`src/common/indicator_alarm_consts.vh`:
```
// Constants for the analog indicator loop status words
`ifndef INDICATOR_ALARM_CONSTS_VH
`define INDICATOR_ALARM_CONSTS_VH

// Coil map: each loop owns 32 coils at the start of a 48-coil block
`define COIL_BASE     17'h00128
`define COIL_STRIDE   17'h00030
`define COIL_SPAN     17'h00020
`define COIL_WORD_SEL 4

// Local link map: channel n+4 and n+5, parameter 1
`define CHAN_W1_OFS   8'h04
`define CHAN_W2_OFS   8'h05
`define PARAM_STATUS  4'h1

// Per-alarm field layout, three bits each
`define ALARM_STRIDE  3
`define FLD_ACT       0
`define FLD_UNACK     1
`define FLD_EN        2

// Upper bits of the two words
`define BIT_OOS       12
`define BIT_PB_LO     13
`define BIT_CC        13
`define BIT_EVU       14
`define BIT_EVA       15

// Reset values
`define EN_RST        1'b1
`define UNACK_RST     1'b0
`define OOS_RST       1'b0
`define PB_RST        1'b0
`define ZERO_WORD     16'h0000

// Scan cycle timing
`define SCAN_TIME_US  1000
`define CLK_MHZ       25

`endif

```
`src/design/indicator_alarm_status_bits.v`:
```
// Status and control words of the analog indicator loop
`timescale 1ns/100ps
`default_nettype none
`include "indicator_alarm_consts.vh"

module indicator_alarm_status_bits #(
  parameter [15:0] LOOP_NUM    = 16'h0001,
  parameter [7:0]  CHAN_BASE   = 8'h00,
  parameter        CNT_W       = 16,
  parameter        SCAN_CYCLES = `SCAN_TIME_US * `CLK_MHZ
) (
  // Clock and reset
  input  wire        clk,
  input  wire        nrst,
  // Alarm detection and loop state, same clock domain
  input  wire [7:0]  alarm_cond,
  input  wire        config_changed,
  input  wire        loop_event,
  // Pushbutton switches
  input  wire [2:0]  faceplate_press,
  input  wire [2:0]  pb_sustained,
  // Modbus coil access
  input  wire [15:0] coil_addr,
  input  wire        coil_rd,
  input  wire        coil_wr,
  input  wire        coil_wdata,
  output reg         coil_ack_q,
  output reg         coil_miss_q,
  output reg         coil_rdata_q,
  // Local link word access
  input  wire [7:0]  link_chan,
  input  wire [3:0]  link_param,
  input  wire        link_rd,
  input  wire        link_wr,
  input  wire [15:0] link_wdata,
  output reg         link_ack_q,
  output reg         link_miss_q,
  output reg  [15:0] link_rdata_q,
  // Loop state
  output reg  [2:0]  switch_input_state_q,
  output reg         scan_tick_q
);

  localparam [CNT_W-1:0] SCAN_LAST = SCAN_CYCLES - 1;

  // Stored bits
  reg  [7:0]       act_q;
  reg  [7:0]       unack_q;
  reg  [7:0]       en_q;
  reg  [1:0]       oos_q;
  reg              cc_q;
  reg              evu_q;
  reg              eva_q;
  reg  [2:0]       pend_q;
  reg  [CNT_W-1:0] scan_cnt_q;

  // Faceplate pins pass two flops, a third keeps the edge history
  reg  [2:0]       fp_meta_q;
  reg  [2:0]       fp_sync_q;
  reg  [2:0]       fp_last_q;

  wire [2:0] fp_edge = fp_sync_q & ~fp_last_q;

  // Scan divider
  always @(posedge clk or negedge nrst) begin
    if (!nrst) begin
      scan_cnt_q  <= {CNT_W{1'b0}};
      scan_tick_q <= 1'b0;
    end else begin
      scan_tick_q <= (scan_cnt_q == SCAN_LAST);
      if (scan_cnt_q == SCAN_LAST)
        scan_cnt_q <= {CNT_W{1'b0}};
      else
        scan_cnt_q <= scan_cnt_q + 1'b1;
    end
  end

  always @(posedge clk or negedge nrst) begin
    if (!nrst) begin
      fp_meta_q <= 3'h0;
      fp_sync_q <= 3'h0;
      fp_last_q <= 3'h0;
    end else begin
      fp_meta_q <= faceplate_press;
      fp_sync_q <= fp_meta_q;
      fp_last_q <= fp_sync_q;
    end
  end

  // Address decode
  wire [16:0] coil_base = `COIL_BASE +
                          `COIL_STRIDE * ({1'b0, LOOP_NUM} - 17'h00001);
  wire [16:0] coil_ofs  = {1'b0, coil_addr} - coil_base;
  wire        coil_hit  = ({1'b0, coil_addr} >= coil_base) &&
                          (coil_ofs < `COIL_SPAN);
  wire        coil_w2   = coil_ofs[`COIL_WORD_SEL];
  wire [3:0]  coil_bit  = coil_ofs[3:0];

  wire        link_p1   = (link_param == `PARAM_STATUS);
  wire        link_w1   = link_p1 &&
                          (link_chan == CHAN_BASE + `CHAN_W1_OFS);
  wire        link_w2   = link_p1 &&
                          (link_chan == CHAN_BASE + `CHAN_W2_OFS);

  // Host write vectors, one mask and one data word per status word
  wire [15:0] coil_onehot = 16'h0001 << coil_bit;
  wire        cw_ok       = coil_wr && coil_hit;
  wire        lw1_ok      = link_wr && link_w1;
  wire        lw2_ok      = link_wr && link_w2;
  reg  [15:0] c1_mask;
  reg  [15:0] c2_mask;
  reg  [15:0] w1_mask;
  reg  [15:0] w2_mask;
  reg  [15:0] w1_data;
  reg  [15:0] w2_data;

  // A coil write touches one bit of one word
  always @* begin
    c1_mask = 16'h0000;
    c2_mask = 16'h0000;
    if (cw_ok) begin
      if (coil_w2)
        c2_mask = coil_onehot;
      else
        c1_mask = coil_onehot;
    end
  end

  // Coil and link may hit one word together; the coil owns its own bit,
  // the link keeps every other bit of its word
  always @* begin
    w1_mask = c1_mask;
    w2_mask = c2_mask;
    if (lw1_ok)
      w1_mask = 16'hffff;
    if (lw2_ok)
      w2_mask = 16'hffff;
    w1_data = (c1_mask & {16{coil_wdata}}) | (~c1_mask & link_wdata);
    w2_data = (c2_mask & {16{coil_wdata}}) | (~c2_mask & link_wdata);
  end

  // Per-alarm views of the host write and of the alarm state
  wire [7:0]  live;
  wire [7:0]  rise;
  wire [7:0]  unack_wr;
  wire [7:0]  unack_wd;
  wire [7:0]  en_wr;
  wire [7:0]  en_wd;
  wire [31:0] hw_mask = {w2_mask, w1_mask};
  wire [31:0] hw_data = {w2_data, w1_data};

  // Word images
  wire [15:0] word1;
  wire [15:0] word2;
  wire [31:0] words;

  genvar i;
  generate
    for (i = 0; i < 8; i = i + 1) begin : g_alarm
      localparam integer B = (i / 4) * 16 + (i % 4) * `ALARM_STRIDE;
      // Out of service and disable both hold the alarm inactive
      assign live[i]     = alarm_cond[i] & en_q[i] &
                           ~oos_q[i/4];
      assign rise[i]     = scan_tick_q & live[i] & ~act_q[i];
      assign unack_wr[i] = hw_mask[B + `FLD_UNACK];
      assign unack_wd[i] = hw_data[B + `FLD_UNACK];
      assign en_wr[i]    = hw_mask[B + `FLD_EN];
      assign en_wd[i]    = hw_data[B + `FLD_EN];

      assign words[B + `FLD_ACT]   = act_q[i];
      assign words[B + `FLD_UNACK] = unack_q[i];
      assign words[B + `FLD_EN]    = en_q[i];
    end
  endgenerate

  // All eight alarms in one process, so each vector has a single driver
  always @(posedge clk or negedge nrst) begin
    if (!nrst) begin
      act_q   <= 8'h00;
      unack_q <= {8{`UNACK_RST}};
      en_q    <= {8{`EN_RST}};
    end else begin
      // Active bit only changes on scan; host writes are dropped
      if (scan_tick_q)
        act_q <= live;
      // A new alarm beats a host clear in the same cycle
      unack_q <= rise |
                 (~rise & unack_wr & unack_wd) |
                 (~rise & ~unack_wr & unack_q);
      en_q    <= (en_wr & en_wd) | (~en_wr & en_q);
    end
  end

  assign words[`BIT_OOS]      = oos_q[0];
  assign words[15:`BIT_PB_LO] = switch_input_state_q;
  assign words[16 + `BIT_OOS] = oos_q[1];
  assign words[16 + `BIT_CC]  = cc_q;
  assign words[16 + `BIT_EVU] = evu_q;
  assign words[16 + `BIT_EVA] = eva_q;
  assign word1 = words[15:0];
  assign word2 = words[31:16];

  // Out of service bits, one per word
  always @(posedge clk or negedge nrst) begin
    if (!nrst) begin
      oos_q <= {2{`OOS_RST}};
    end else begin
      if (w1_mask[`BIT_OOS])
        oos_q[0] <= w1_data[`BIT_OOS];
      if (w2_mask[`BIT_OOS])
        oos_q[1] <= w2_data[`BIT_OOS];
    end
  end

  // Configuration and loop event bits follow their inputs once per scan
  always @(posedge clk or negedge nrst) begin
    if (!nrst) begin
      cc_q  <= 1'b0;
      eva_q <= 1'b0;
    end else if (scan_tick_q) begin
      cc_q  <= config_changed;
      eva_q <= loop_event;
    end
  end

  // An event starting in the clearing cycle still latches
  wire evu_set = scan_tick_q && loop_event && !eva_q;

  always @(posedge clk or negedge nrst) begin
    if (!nrst) begin
      evu_q <= 1'b0;
    end else begin
      if (evu_set)
        evu_q <= 1'b1;
      else if (w2_mask[`BIT_EVU])
        evu_q <= w2_data[`BIT_EVU];
    end
  end

  // Pushbuttons: a press waits for the next scan, then acts once
  wire [2:0] host_press = w1_mask[15:`BIT_PB_LO] &
                          w1_data[15:`BIT_PB_LO];
  wire [2:0] new_press  = host_press | fp_edge;
  reg  [2:0] sw_next;
  integer    k;

  // Momentary switches drop back at the scan after the one that closes them, so a
  // host that polls slower than the scan may never see them closed
  always @* begin
    sw_next = switch_input_state_q;
    for (k = 0; k < 3; k = k + 1) begin
      if (pb_sustained[k]) begin
        if (pend_q[k])
          sw_next[k] = ~switch_input_state_q[k];
      end else begin
        sw_next[k] = pend_q[k];
      end
    end
  end

  always @(posedge clk or negedge nrst) begin
    if (!nrst) begin
      pend_q               <= 3'h0;
      switch_input_state_q <= {3{`PB_RST}};
    end else begin
      if (scan_tick_q) begin
        // Presses arriving in the scan cycle carry to the next scan
        pend_q               <= new_press;
        switch_input_state_q <= sw_next;
      end else begin
        pend_q <= pend_q | new_press;
      end
    end
  end

  // Read muxes; a miss reads as zero
  reg        coil_bit_val;
  reg [15:0] link_word;

  always @* begin
    coil_bit_val = 1'b0;
    if (coil_hit) begin
      if (coil_w2)
        coil_bit_val = word2[coil_bit];
      else
        coil_bit_val = word1[coil_bit];
    end
  end

  always @* begin
    link_word = `ZERO_WORD;
    if (link_w1)
      link_word = word1;
    else if (link_w2)
      link_word = word2;
  end

  // Coil answer, one cycle after the strobe
  always @(posedge clk or negedge nrst) begin
    if (!nrst) begin
      coil_ack_q   <= 1'b0;
      coil_miss_q  <= 1'b0;
      coil_rdata_q <= 1'b0;
    end else begin
      coil_ack_q  <= coil_rd | coil_wr;
      coil_miss_q <= (coil_rd | coil_wr) & ~coil_hit;
      if (coil_rd)
        coil_rdata_q <= coil_bit_val;
    end
  end

  // Link answer, one cycle after the strobe
  always @(posedge clk or negedge nrst) begin
    if (!nrst) begin
      link_ack_q   <= 1'b0;
      link_miss_q  <= 1'b0;
      link_rdata_q <= `ZERO_WORD;
    end else begin
      link_ack_q  <= link_rd | link_wr;
      link_miss_q <= (link_rd | link_wr) & ~(link_w1 | link_w2);
      if (link_rd)
        link_rdata_q <= link_word;
    end
  end

endmodule // indicator_alarm_status_bits

`default_nettype wire

```
`config.mk`:
```
export PLATFORM = sky130hd
export DESIGN_NAME = indicator_alarm_status_bits
export DESIGN_NICKNAME = d
export VERILOG_FILES = /design/src/design/indicator_alarm_status_bits.v
export VERILOG_INCLUDE_DIRS = /design/src /design/src/common
export SDC_FILE = /design/constraint.sdc
export NUM_CORES = 1
export LEC_CHECK = 0
export BUFFER_PORTS_ARGS = -buffer_cell sky130_fd_sc_hd__buf_4
export CAP_MARGIN = 20
export CORE_ASPECT_RATIO = 1.2
export CORE_MARGIN = 2
export CORE_UTILIZATION = 40
export DETAILED_ROUTE_END_ITERATION = 6
export GPL_TIMING_DRIVEN = 0
export PLACE_DENSITY = 0.72
export SLEW_MARGIN = 20
export SYNTH_ARGS = -nofsm -noshare
export SYNTH_HDL_FRONTEND = slang
export SYNTH_SLANG_ARGS = --single-unit
```
`constraint.sdc`:
```
create_clock -name clk -period 2.1 [get_ports clk]
set_clock_uncertainty 0.1 [all_clocks]
set_input_delay 0.315 -clock clk [delete_from_list [all_inputs] [get_ports clk]]
set_output_delay 0.315 -clock clk [all_outputs]
set_load 0.01 [all_outputs]
```
Word-level counts from Yosys, hierarchy flattened
Cells that the tools add are included.
- add/sub/neg operators: 2
- $lt $le $gt $ge: 3
- equal/unequal tests: 7
- shift-type cells: 1
- muxes and demuxes: 24
- bitwise logic cells: 77
- reductions and logical operators: 13
- operators by type and width (operator ; number):
    $mux W16 ; 6
    $and A8 B8 Y8 ; 6
    $mux W15 ; 3
    $and A1 B1 Y1 ; 34
    $and A16 B16 Y16 ; 2
    $and A15 B15 Y15 ; 2
    $not A8 Y8 ; 3
    $or A8 B8 Y8 ; 3
    $lt A17 B6 Y1 const B ; 1
    $sub A16 B9 Y17 const B ; 1
    $add A16 B1 Y16 const B ; 1
    $eq A16 B15 Y1 const B ; 1
    $eq A8 B3 Y1 const B ; 2
    $ge A16 B9 Y1 const B ; 1
    $not A16 Y16 ; 1
    $or A16 B16 Y16 ; 1
    $shl A1 B4 Y16 const A ; 1
    $not A1 Y1 ; 15
    $not A15 Y15 ; 1
    $or A15 B15 Y15 ; 1
    $mux W1 ; 12
    $bmux W1 S4 ; 2
    $logic_and A1 B1 Y1 ; 8
    $and A3 B3 Y3 ; 2
    10 further kinds ; 17
- register bits: 82
- input port bits: 67

Longest topological paths before layout
Gate-level depths: netlist of run 1.
- depth in word-level cells: 12
- mapped depth: 10

Least setup slack after synthesis of run 1
No wires, ideal clock.
- kind: input to register
- from: input port coil_addr[3]
- to: register oos_q[0]
- setup time: 0.128 ns
- data arrival time: 2.328 ns
- data required time: 1.872 ns
- slack: -0.455 ns
- cell stages on the path: 10
- path buffers: 2
- cell sequence: buf_2 -> inv_1 -> ha_1 -> and2b_1 -> o31ai_1 -> a221oi_1 -> o211ai_4 -> buf_2 -> nor3_1 -> mux2_1
- word-level cells in the longest chain between the ends: 8
- elaborated cells between the ends (all ways): 13
- classes of those cells: add/sub (1); order compare (2); shift (1); mux (3); bitwise (4); reduce/logical (2)
- ends and longest elaborated chain (what ; line ; source):
    from (decl) ; indicator_alarm_status_bits.v:23 ; input wire [15:0] coil_addr,
    $sub A16 B9 Y17 ; indicator_alarm_status_bits.v:93 ; wire [16:0] coil_ofs = {1'b0, coil_addr} - coil_base;
    $lt A17 B6 Y1 (no line) ; - ;
    $logic_and A1 B1 Y1 ; indicator_alarm_status_bits.v:94 ; wire coil_hit = ({1'b0, coil_addr} >= coil_base) &&
    $logic_and A1 B1 Y1 ; indicator_alarm_status_bits.v:107 ; wire cw_ok = coil_wr && coil_hit;
    $mux W16 * ; indicator_alarm_status_bits.v:121 ; if (cw_ok) begin
    $not A16 Y16 ; indicator_alarm_status_bits.v:138 ; w1_data = (c1_mask & {16{coil_wdata}}) | (~c1_mask & link_wdata);
    $and A16 B16 Y16 ; indicator_alarm_status_bits.v:138 ;
    $or A16 B16 Y16 ; indicator_alarm_status_bits.v:138 ;
    to (signal assigned) ; indicator_alarm_status_bits.v:206 ; oos_q <= {2{`OOS_RST}};
    to (signal assigned) ; indicator_alarm_status_bits.v:209 ; oos_q[0] <= w1_data[`BIT_OOS];
    to (decl) ; indicator_alarm_status_bits.v:50 ; reg [1:0] oos_q;
Every way passes the cells marked *; elsewhere a longest branch is shown, timed or not.
A chain may end at the register's enable or synchronous reset.

Final worst setup path of run 1
- from: input port coil_addr[7]
- to: register unack_q[5]
- word-level cells in the longest chain between the ends: 11
- elaborated cells between the ends (all ways): 18
- classes of those cells: add/sub (1); order compare (2); mux (2); bitwise (11); reduce/logical (2)
- ends and longest elaborated chain (what ; line ; source):
    $sub A16 B9 Y17 ; indicator_alarm_status_bits.v:93 ;
    $lt A17 B6 Y1 (no line) ; - ;
    $logic_and A1 B1 Y1 * ; indicator_alarm_status_bits.v:94 ;
    $logic_and A1 B1 Y1 * ; indicator_alarm_status_bits.v:107 ;
    $mux W15 * ; indicator_alarm_status_bits.v:121 ;
    $not A15 Y15 ; indicator_alarm_status_bits.v:139 ; w2_data = (c2_mask & {16{coil_wdata}}) | (~c2_mask & link_wdata);
    $and A15 B15 Y15 ; indicator_alarm_status_bits.v:139 ;
    $or A15 B15 Y15 ; indicator_alarm_status_bits.v:139 ;
    $and A8 B8 Y8 ; indicator_alarm_status_bits.v:188 ; (~rise & unack_wr & unack_wd) |
    $or A8 B8 Y8 ; indicator_alarm_status_bits.v:187 ; unack_q <= rise |
    $or A8 B8 Y8 * ; indicator_alarm_status_bits.v:188 ;
    to (signal assigned) ; indicator_alarm_status_bits.v:180 ; unack_q <= {8{`UNACK_RST}};
    to (signal assigned) ; indicator_alarm_status_bits.v:187 ;
    to (decl) ; indicator_alarm_status_bits.v:48 ; reg [7:0] unack_q;
Marks and branches as above.

==> results of run 1 <==
layout by cell type, fill, tap and decap left out, types with 8 or more instances in the layout:
| cell type | n |
|---|---|
| buf_4 | 94 |
| dfrtp_1 | 74 |
| mux4_2 | 8 |
| mux2i_1 | 11 |
| clkbuf_16 | 10 |
| nand2_1 | 42 |
| nor3_1 | 9 |
| o21ai_0 | 11 |
| nor4_1 | 8 |
| nor2_1 | 13 |
| inv_1 | 32 |
| a21oi_1 | 8 |
| or3_1 | 9 |
| o21ai_1 | 10 |
| dfstp_2 | 8 |
| nand3_1 | 11 |
| o22ai_1 | 28 |
| mux2_2 | 24 |
| o31a_1 | 8 |
| clkbuf_1 | 11 |
power by group through the flow:
stage | clock network (mW) | logic (mW) | registers (mW)
2_1_floorplan | 0 | 0.132 | 1.63
3_3_place_gp | 0 | 0.307 | 1.63
3_5_place_dp | 0 | 0.313 | 1.63
4_1_cts | 1.71 | 0.320 | 1.60
5_1_grt | 1.80 | 0.376 | 1.60
6_report | 1.69 | 0.345 | 1.60
kinds of logic after synthesis:
logic type / count (synthesis)
xor gates and xnor gates: 13
muxes: 54
AOI/OAI and AO/OA: 83
DFF: 82
buffers and inverters: 56
and+or+nand+nor: 139
adders and majority gates: 2
repair_timing:
action                                  in CTS  in global routing
hold buffers                                 3                  1
gates resized for setup                     15                 21
cloned                                       0                  1
hold endpoints to repair                     3                 21
pin swaps                                    3                 13
buffers inserted                             6                  8
endpoints found under the setup margin      24                 20
flip-flops by register name (all words and copies together), names as in the netlist, named ones only:
signal and cells:
link_rdata_q 16, scan_cnt_q 16, act_q 8, unack_q 8
fp_last_q 3, fp_meta_q 3, fp_sync_q 3, pend_q 3
switch_input_state_q 3, oos_q 2, cc_q 1, coil_ack_q 1
coil_miss_q 1, coil_rdata_q 1, eva_q 1, evu_q 1
link_ack_q 1, link_miss_q 1, scan_tick_q 1
critical path, delay by kind of cell:
family | cells | cell delay, ps
AND/OR/NAND/NOR | 3 | 1060
AO/OA/AOI/OAI | 3 | 550
buffers and inverters | 2 | 290
metrics by stage:
step / setup slack, ps / setup TNS [ps] / instances / hold WS, ps
6_report: -24.6 / -34.3 / 677 / 111
4_1_cts: -8.81 / -8.81 / 667 / 103
2_1_floorplan: -172 / -881 / 429 / -80.6
3_3_place_gp: -460 / -8450 / 644 / 234
5_1_grt: -36.3 / -133 / 677 / 106
3_5_place_dp: -490 / -9200 / 644 / 235
layer usage:
metal | vias up | share of wire, % | routed length [µm]
li1 | 1795 | - | -
met1 | 1878 | 41 | 4930
met2 | 144 | 50 | 6090
met3 | 33 | 5.6 | 684
met4 | 0 | 3.5 | 420
met5 | - | 0 | 0
layout make-up:
type                    count  share of cell area [%]
multi-input cells         291                    38.8
clock buffers               9                    3.79
inverters                  34                    2.19
plain buffers              21                    1.94
clock inverters             6                    1.52
flip-flops and latches     82                    34.7
repair buffers            105                    14.3
well taps                 129                    2.72
path summary, 6_finish.rpt:
path,endpoint,cells past startpoint,startpoint,slack [ps]
hold reg to reg,fp_sync_q[2],0,fp_meta_q[2],250
hold / removal,coil_ack_q,2,coil_rd,110
setup / recovery,unack_q[5],8,coil_addr[7],-20
max in group asynchronous,coil_miss_q,2,nrst,880
setup reg to reg,scan_cnt_q[5],4,scan_cnt_q[9],240
min in group asynchronous,unack_q[0],2,nrst,480
==> impl_metrics.csv, run 1 <==
group,metric,value,unit
cells_and_area,fin_area,0.00594,mm²
pwr,power,3.63,mW
logic_synthesis,synth_top_area_share,42.2,%
logic_synthesis,synth_edf_count,0,
run_status,violations,"setup timing",
cells_and_area,drive_gt1_share,35.9,%
route,vias,3850,
die,initial_core_util,41.3,%
global_route,grt-ovfl-total,0,
worst_setup_path,critPathSlowestCell,"or4b_4",
logic_synthesis,synth_nets,498,
global_route,grt_max_degree,83,
logic_synthesis,yosys.area_share.simple,16.5,%
global_route,met2_usage,34.3,%
placed_design,hpwl,8.60,mm
global_route,antenna_found_initial,0,
pwr,pwr-share-seq,44.1,%
route,antenna_left,0,
cells_and_area,postLayoutCoreUtil,55.9,%
timing,relSlewSlack,49.7,%
logic_synthesis,synth_most_common_cell,"dfrtp_1",
global_route,grt_pass1_wl,18.8,mm
cells_and_area,diodes,0,
global_route,grt_pass1_vias,3773,
run_status,run_status,"finished, violations left",
worst_setup_path,path_class,"input port to flop",
pwr,power.share.clock,46.4,%
cells_and_area,nets,613,
clock_tree,numCtsBuffers,9,
worst_setup_path,crit_fanout,10,
worst_setup_path,cpPeakStageDelay,530,ps
logic_synthesis,synthAdderAreaFrac,0.570,%
die,fp-row-count,41,
worst_setup_path,required,2200,ps
clock_tree,clock-root-buffer,"clkbuf_16",
route,drc,0,
logic_synthesis,ys.flop_type,"dfrtp_1",
cells_and_area,fillers,877,
logic_synthesis,seq_area_frac_synth,47.0,%
clock_tree,clock_sinks,82,
worst_setup_path,cpMostUsedCell,"buf_8",
cells_and_area,seq_area,0.00206,mm²
timing,hold_viol,0,
placed_design,portBuffers,86,
logic_synthesis,synth_common_cells,"74 x dfrtp_1, 42 x nand2_1, 34 x inv_1, 28 x o22ai_1, 24 x mux2_2",
cells_and_area,area_growth,35.3,%
die,io_pins,92,
worst_setup_path,crit_chain,"buf_8 > or4b_4 > nor3_4 > o2111a_2 > o211ai_4 > buf_8 > nor4_1 > o21ai_1",
logic_synthesis,synth_compound_area_share,12.8,%
route,drtPass1Iterations,5,
pwr,p_sw_share,23.1,%
die,core_area,0.0106,mm²
clock_tree,htreeDepth,3,
pwr,vdd_drop_max,0.000412,V
logic_synthesis,synth-xor-area-share,2.59,%
timing,min_period_over_period,101,%
logic_synthesis,avgSynthCellArea,10.2,µm²
die,die_x,99.6,µm
worst_setup_path,critPathLaunchType,"input port",
logic_synthesis,async_reset_ff_share,100,%
clock_tree,clockBufferDepth,2,
worst_setup_path,end_kind,"flop",
worst_setup_path,worstPathArrival,2220,ps
logic_synthesis,synth_area,0.00439,mm²
timing,rsz0062_at_grt,"true",
logic_synthesis,synth_cell_type_count,53,
logic_synthesis,synth_top_family_by_area,"simple AND/OR/NAND/NOR gates",
pwr,power_switching,0.839,mW
die,dieArea,0.0118,mm²
timing,setup_viol,2,
placed_design,gp_congestion,0.888,
logic_synthesis,yosys_warnings,0,
cells_and_area,multi_input_area,0.00230,mm²
pwr,internal_power,2.80,mW
die,die_h,119,µm
timing,finalMaxSlewViolations,0,
job,max_cap_viol_count,0,
timing,timing.fmax,0.471,GHz
timing,tightest_slew,754,ps
global_route,use_met1,25.3,%
timing,final.setup.worst_slack,-24.6,ps
timing,finalCriticalPeriod,2120,ps
pwr,p_leak,2.60,nW
hold_path,hold_class,"input port to flop",
pwr,p_comb_share,9.5,%
route,drtIter0Drc,344,
route,wl,12.1,mm
logic_synthesis,syn_inst,429,
pwr,p_per_area,612,mW/mm²
global_route,grt_usage,20.3,%
route,wire_per_inst,17.9,µm
global_route,use_met3,4.73,%
clock_tree,worstSkewPairLatency,340,ps
global_route,grt.busiest_layer,"met2",
clock_tree,cts.clk_slew.worst_paths,60,ps
placed_design,placed_area,0.00530,mm²
route,vias_per_cell,5.69,
clock_tree,cts_tree,"built",
logic_synthesis,synth_largest_area_cell,"dfrtp_1",
logic_synthesis,muxShareOfSynthArea,15.6,%
logic_synthesis,synthTopCellsByArea,"dfrtp_1 42%, mux2_2 6.2%, dfstp_2 4.8%, mux4_2 4.1%, o22ai_1 4.0%",
logic_synthesis,ys_seq_elements,82,
No activity file was read; power rests on OpenSTA's default activity.
==> run 2: changes to the inputs <==
ABC_AREA = 1   (was unset)
==> run 2 against run 1 <==
- the run now ends clean
- synthesized area rose by 8.6%
- hold slack lost 37 ps
- count of clock-buffer cells in the layout unchanged
- die area grew 8.2%
- core utilization down 3.0 points
- non-clock buffer count is 20 lower
- sequential share of layout area is 0.99 points lower
==> impl_metrics.csv, run 2 <==
group,metric,value,unit
global_route,grt_usage,23.0,%
worst_setup_path,critPathLaunchType,"input port",
cells_and_area,area_growth,28.4,%
logic_synthesis,synth_area,0.00476,mm²
logic_synthesis,synthTopCellsByArea,"dfrtp_1 39%, nand2_1 13%, inv_1 7.5%, nand3_1 6.0%, nor2_1 4.7%",
clock_tree,clock-root-buffer,"clkbuf_16",
worst_setup_path,worstPathArrival,2120,ps
die,die_h,124,µm
pwr,vdd_drop_max,0.000357,V
logic_synthesis,syn_inst,644,
worst_setup_path,rr_worst_depth,9,
cells_and_area,drive_gt1_share,21.2,%
worst_setup_path,end_kind,"flop",
hold_path,holdPathStages,3,
timing,setup_viol,0,
worst_setup_path,r2r_end,"scan_cnt_q[12]",
logic_synthesis,ys_seq_elements,82,
logic_synthesis,seq_area_frac_synth,43.3,%
placed_design,portBuffers,84,
worst_setup_path,required,2270,ps
timing,min_period_over_period,92.8,%
die,io_pins,92,
logic_synthesis,synth_most_common_cell,"nand2_1",
pwr,p_per_area,623,mW/mm²
cells_and_area,reg_top3,"link_rdata_q: 16 flops, scan_cnt_q: 16 flops",
placed_design,hpwl,10.6,mm
clock_tree,clockBufferDepth,2,
route,vias,4913,
logic_synthesis,synth_largest_area_cell,"dfrtp_1",
clock_tree,clock_sinks,82,
placed_design,placed_area,0.00559,mm²
worst_setup_path,regToRegStartpoint,"scan_cnt_q[0]",
cells_and_area,final_cell_mix,"150 x nand2_1, 94 x inv_1, 86 x buf_4, 73 x dfrtp_1",
timing,hold_viol,0,
timing,rsz0062_at_grt,"true",
clock_tree,cts_tree,"built",
timing,fin_setup_tns,0,ps
route,wl_met1,5.71,mm
logic_synthesis,yosys.area_share.simple,31.9,%
clock_tree,cts.clk_slew.worst_paths,60,ps
route,dr_wl_met3,883,µm
route,top_layer,"met4",
logic_synthesis,synth_cell_type_count,39,
worst_setup_path,crit_fanout,7,
route,drtPass1Iterations,6,
route,vias_per_cell,5.41,
logic_synthesis,synth_nets,713,
placed_design,dp_slack,-733,ps
timing,final.setup.worst_slack,150,ps
hold_path,holdPathEnd,"cc_q",
pwr,power,3.81,mW
route,dr_wl_met2,7.28,mm
job,max_cap_viol_count,0,
run_status,run_status,"finished clean",
route,antenna_left,0,
timing,tightest_slew,782,ps
logic_synthesis,muxShareOfSynthArea,0,%
logic_synthesis,synth_common_cells,"161 x nand2_1, 95 x inv_1, 74 x dfrtp_1, 60 x nor2_1, 57 x nand3_1",
die,die_x,104,µm
global_route,grt_max_degree,83,
logic_synthesis,synth_edf_count,0,
hold_path,hold_class,"input port to flop",
logic_synthesis,synthAdderAreaFrac,0.525,%
clock_tree,worstSkewPairLatency,350,ps
global_route,grt_pass1_vias,4872,
global_route,antenna_found_initial,0,
logic_synthesis,async_reset_ff_share,100,%
cells_and_area,diodes,0,
logic_synthesis,synth_top_area_share,38.9,%
cells_and_area,final_common_cell,"nand2_1",
clock_tree,htreeDepth,3,
route,drtIter0Drc,489,
pwr,p_leak,3.00,nW
die,dieArea,0.0128,mm²
logic_synthesis,synth_top_family_by_area,"simple AND/OR/NAND/NOR gates",
route,drc,0,
global_route,grt-ovfl-total,0,
logic_synthesis,ys.flop_type,"dfrtp_1",
timing,finalCriticalPeriod,1950,ps
die,core_area,0.0116,mm²
placed_design,gp_congestion,0.979,
clock_tree,numCtsBuffers,9,
logic_synthesis,avgSynthCellArea,7.40,µm²
timing,timing.fmax,0.513,GHz
logic_synthesis,yosys_warnings,0,
logic_synthesis,synth-xor-area-share,1.84,%
timing,finalMaxSlewViolations,0,
worst_setup_path,r2r_slack,230,ps
route,wire_per_inst,15.9,µm
logic_synthesis,synth_compound_area_share,12.9,%
hold_path,hp-start,"config_changed",
cells_and_area,nets,815,
route,wl,14.4,mm
global_route,grt_pass1_wl,23.1,mm
cells_and_area,fin_area,0.00611,mm²
die,initial_core_util,41.2,%
worst_setup_path,path_class,"input port to flop",
timing,relSlewSlack,47.9,%
die,fp-row-count,43,
-- run 2: metrics by stage --
step	cells	utilization (%)	hold slack, ps
after floorplan	644	-	-80.6
after global placement	885	48.3	232
after CTS	905	51.8	75.3
final	908	52.9	74.3
after detailed placement	885	48.3	236
after global routing	908	52.9	96.4
-- run 2: worst max path at each step --
stage                            start         end  slack (ps)  cells past startpoint
after floorplan           coil_addr[3]    oos_q[1]          70                     16
after detailed placement  coil_addr[3]  unack_q[3]        -730                     10
final                     coil_addr[3]        flop         150                     17
after global placement    coil_addr[3]  unack_q[3]        -680                     10
after CTS                 coil_addr[3]  unack_q[3]           5                      9
after global routing      coil_addr[3]        flop         -50                     18
-- run 2: cell families (layout without fill, tap and decap cells) --
logic type               Yosys count  after routing
flip-flops                        82             82
adder cells (fa/ha/maj)            2              2
AND/OR/NAND/NOR                  336            336
AO/OA/AOI/OAI                    100            100
XOR/XNOR                          10             10
buffers and inverters            114            221
-- run 2: area by class of cell --
type	count	area, µm²
clock buffers	9	225
well taps	157	196
repair buffers	92	708
flip-flops and latches	82	2060
clock inverters	7	98.8
plain buffers	14	78.8
inverters	99	380
multi-input cells	448	2360
fillers	1096	5450
-- run 2: worst max-delay path: stages --
cell     delay [ps]
buf_6           130
inv_8            50
ha_1            150
inv_2            40
nand2_2          90
nand2_4          70
nand2_4         120
nand2_2          60
nand2_2          60
nand2_1          50
nor2_1          120
nand2_1          70
nor2_2          150
nand3_2         140
nor2_4          260
nand2_2          90
o21ai_1         140
-- run 2: repair_timing --
item	in CTS	in global routing
setup endpoints to repair	24	26
resized for setup	10	28
hold buffers	3	1
pin swaps	1	11
endpoints found under the hold margin	3	12
buffers inserted	2	2
-- run 2: layer usage --
layer	vias to the layer above	track usage (%)
li1	2336	-
met1	2344	26.9
met2	187	40.5
met3	46	4.22
met4	0	12.8
met5	-	0
-- run 2: where the power goes --
part	internal (mW)	leakage (nW)	switching [mW]
Sequential	1.62	0.907	0.0187
Clock	1.05	0.157	0.682
Combinational	0.177	1.94	0.261
Total	2.85	3.00	0.961
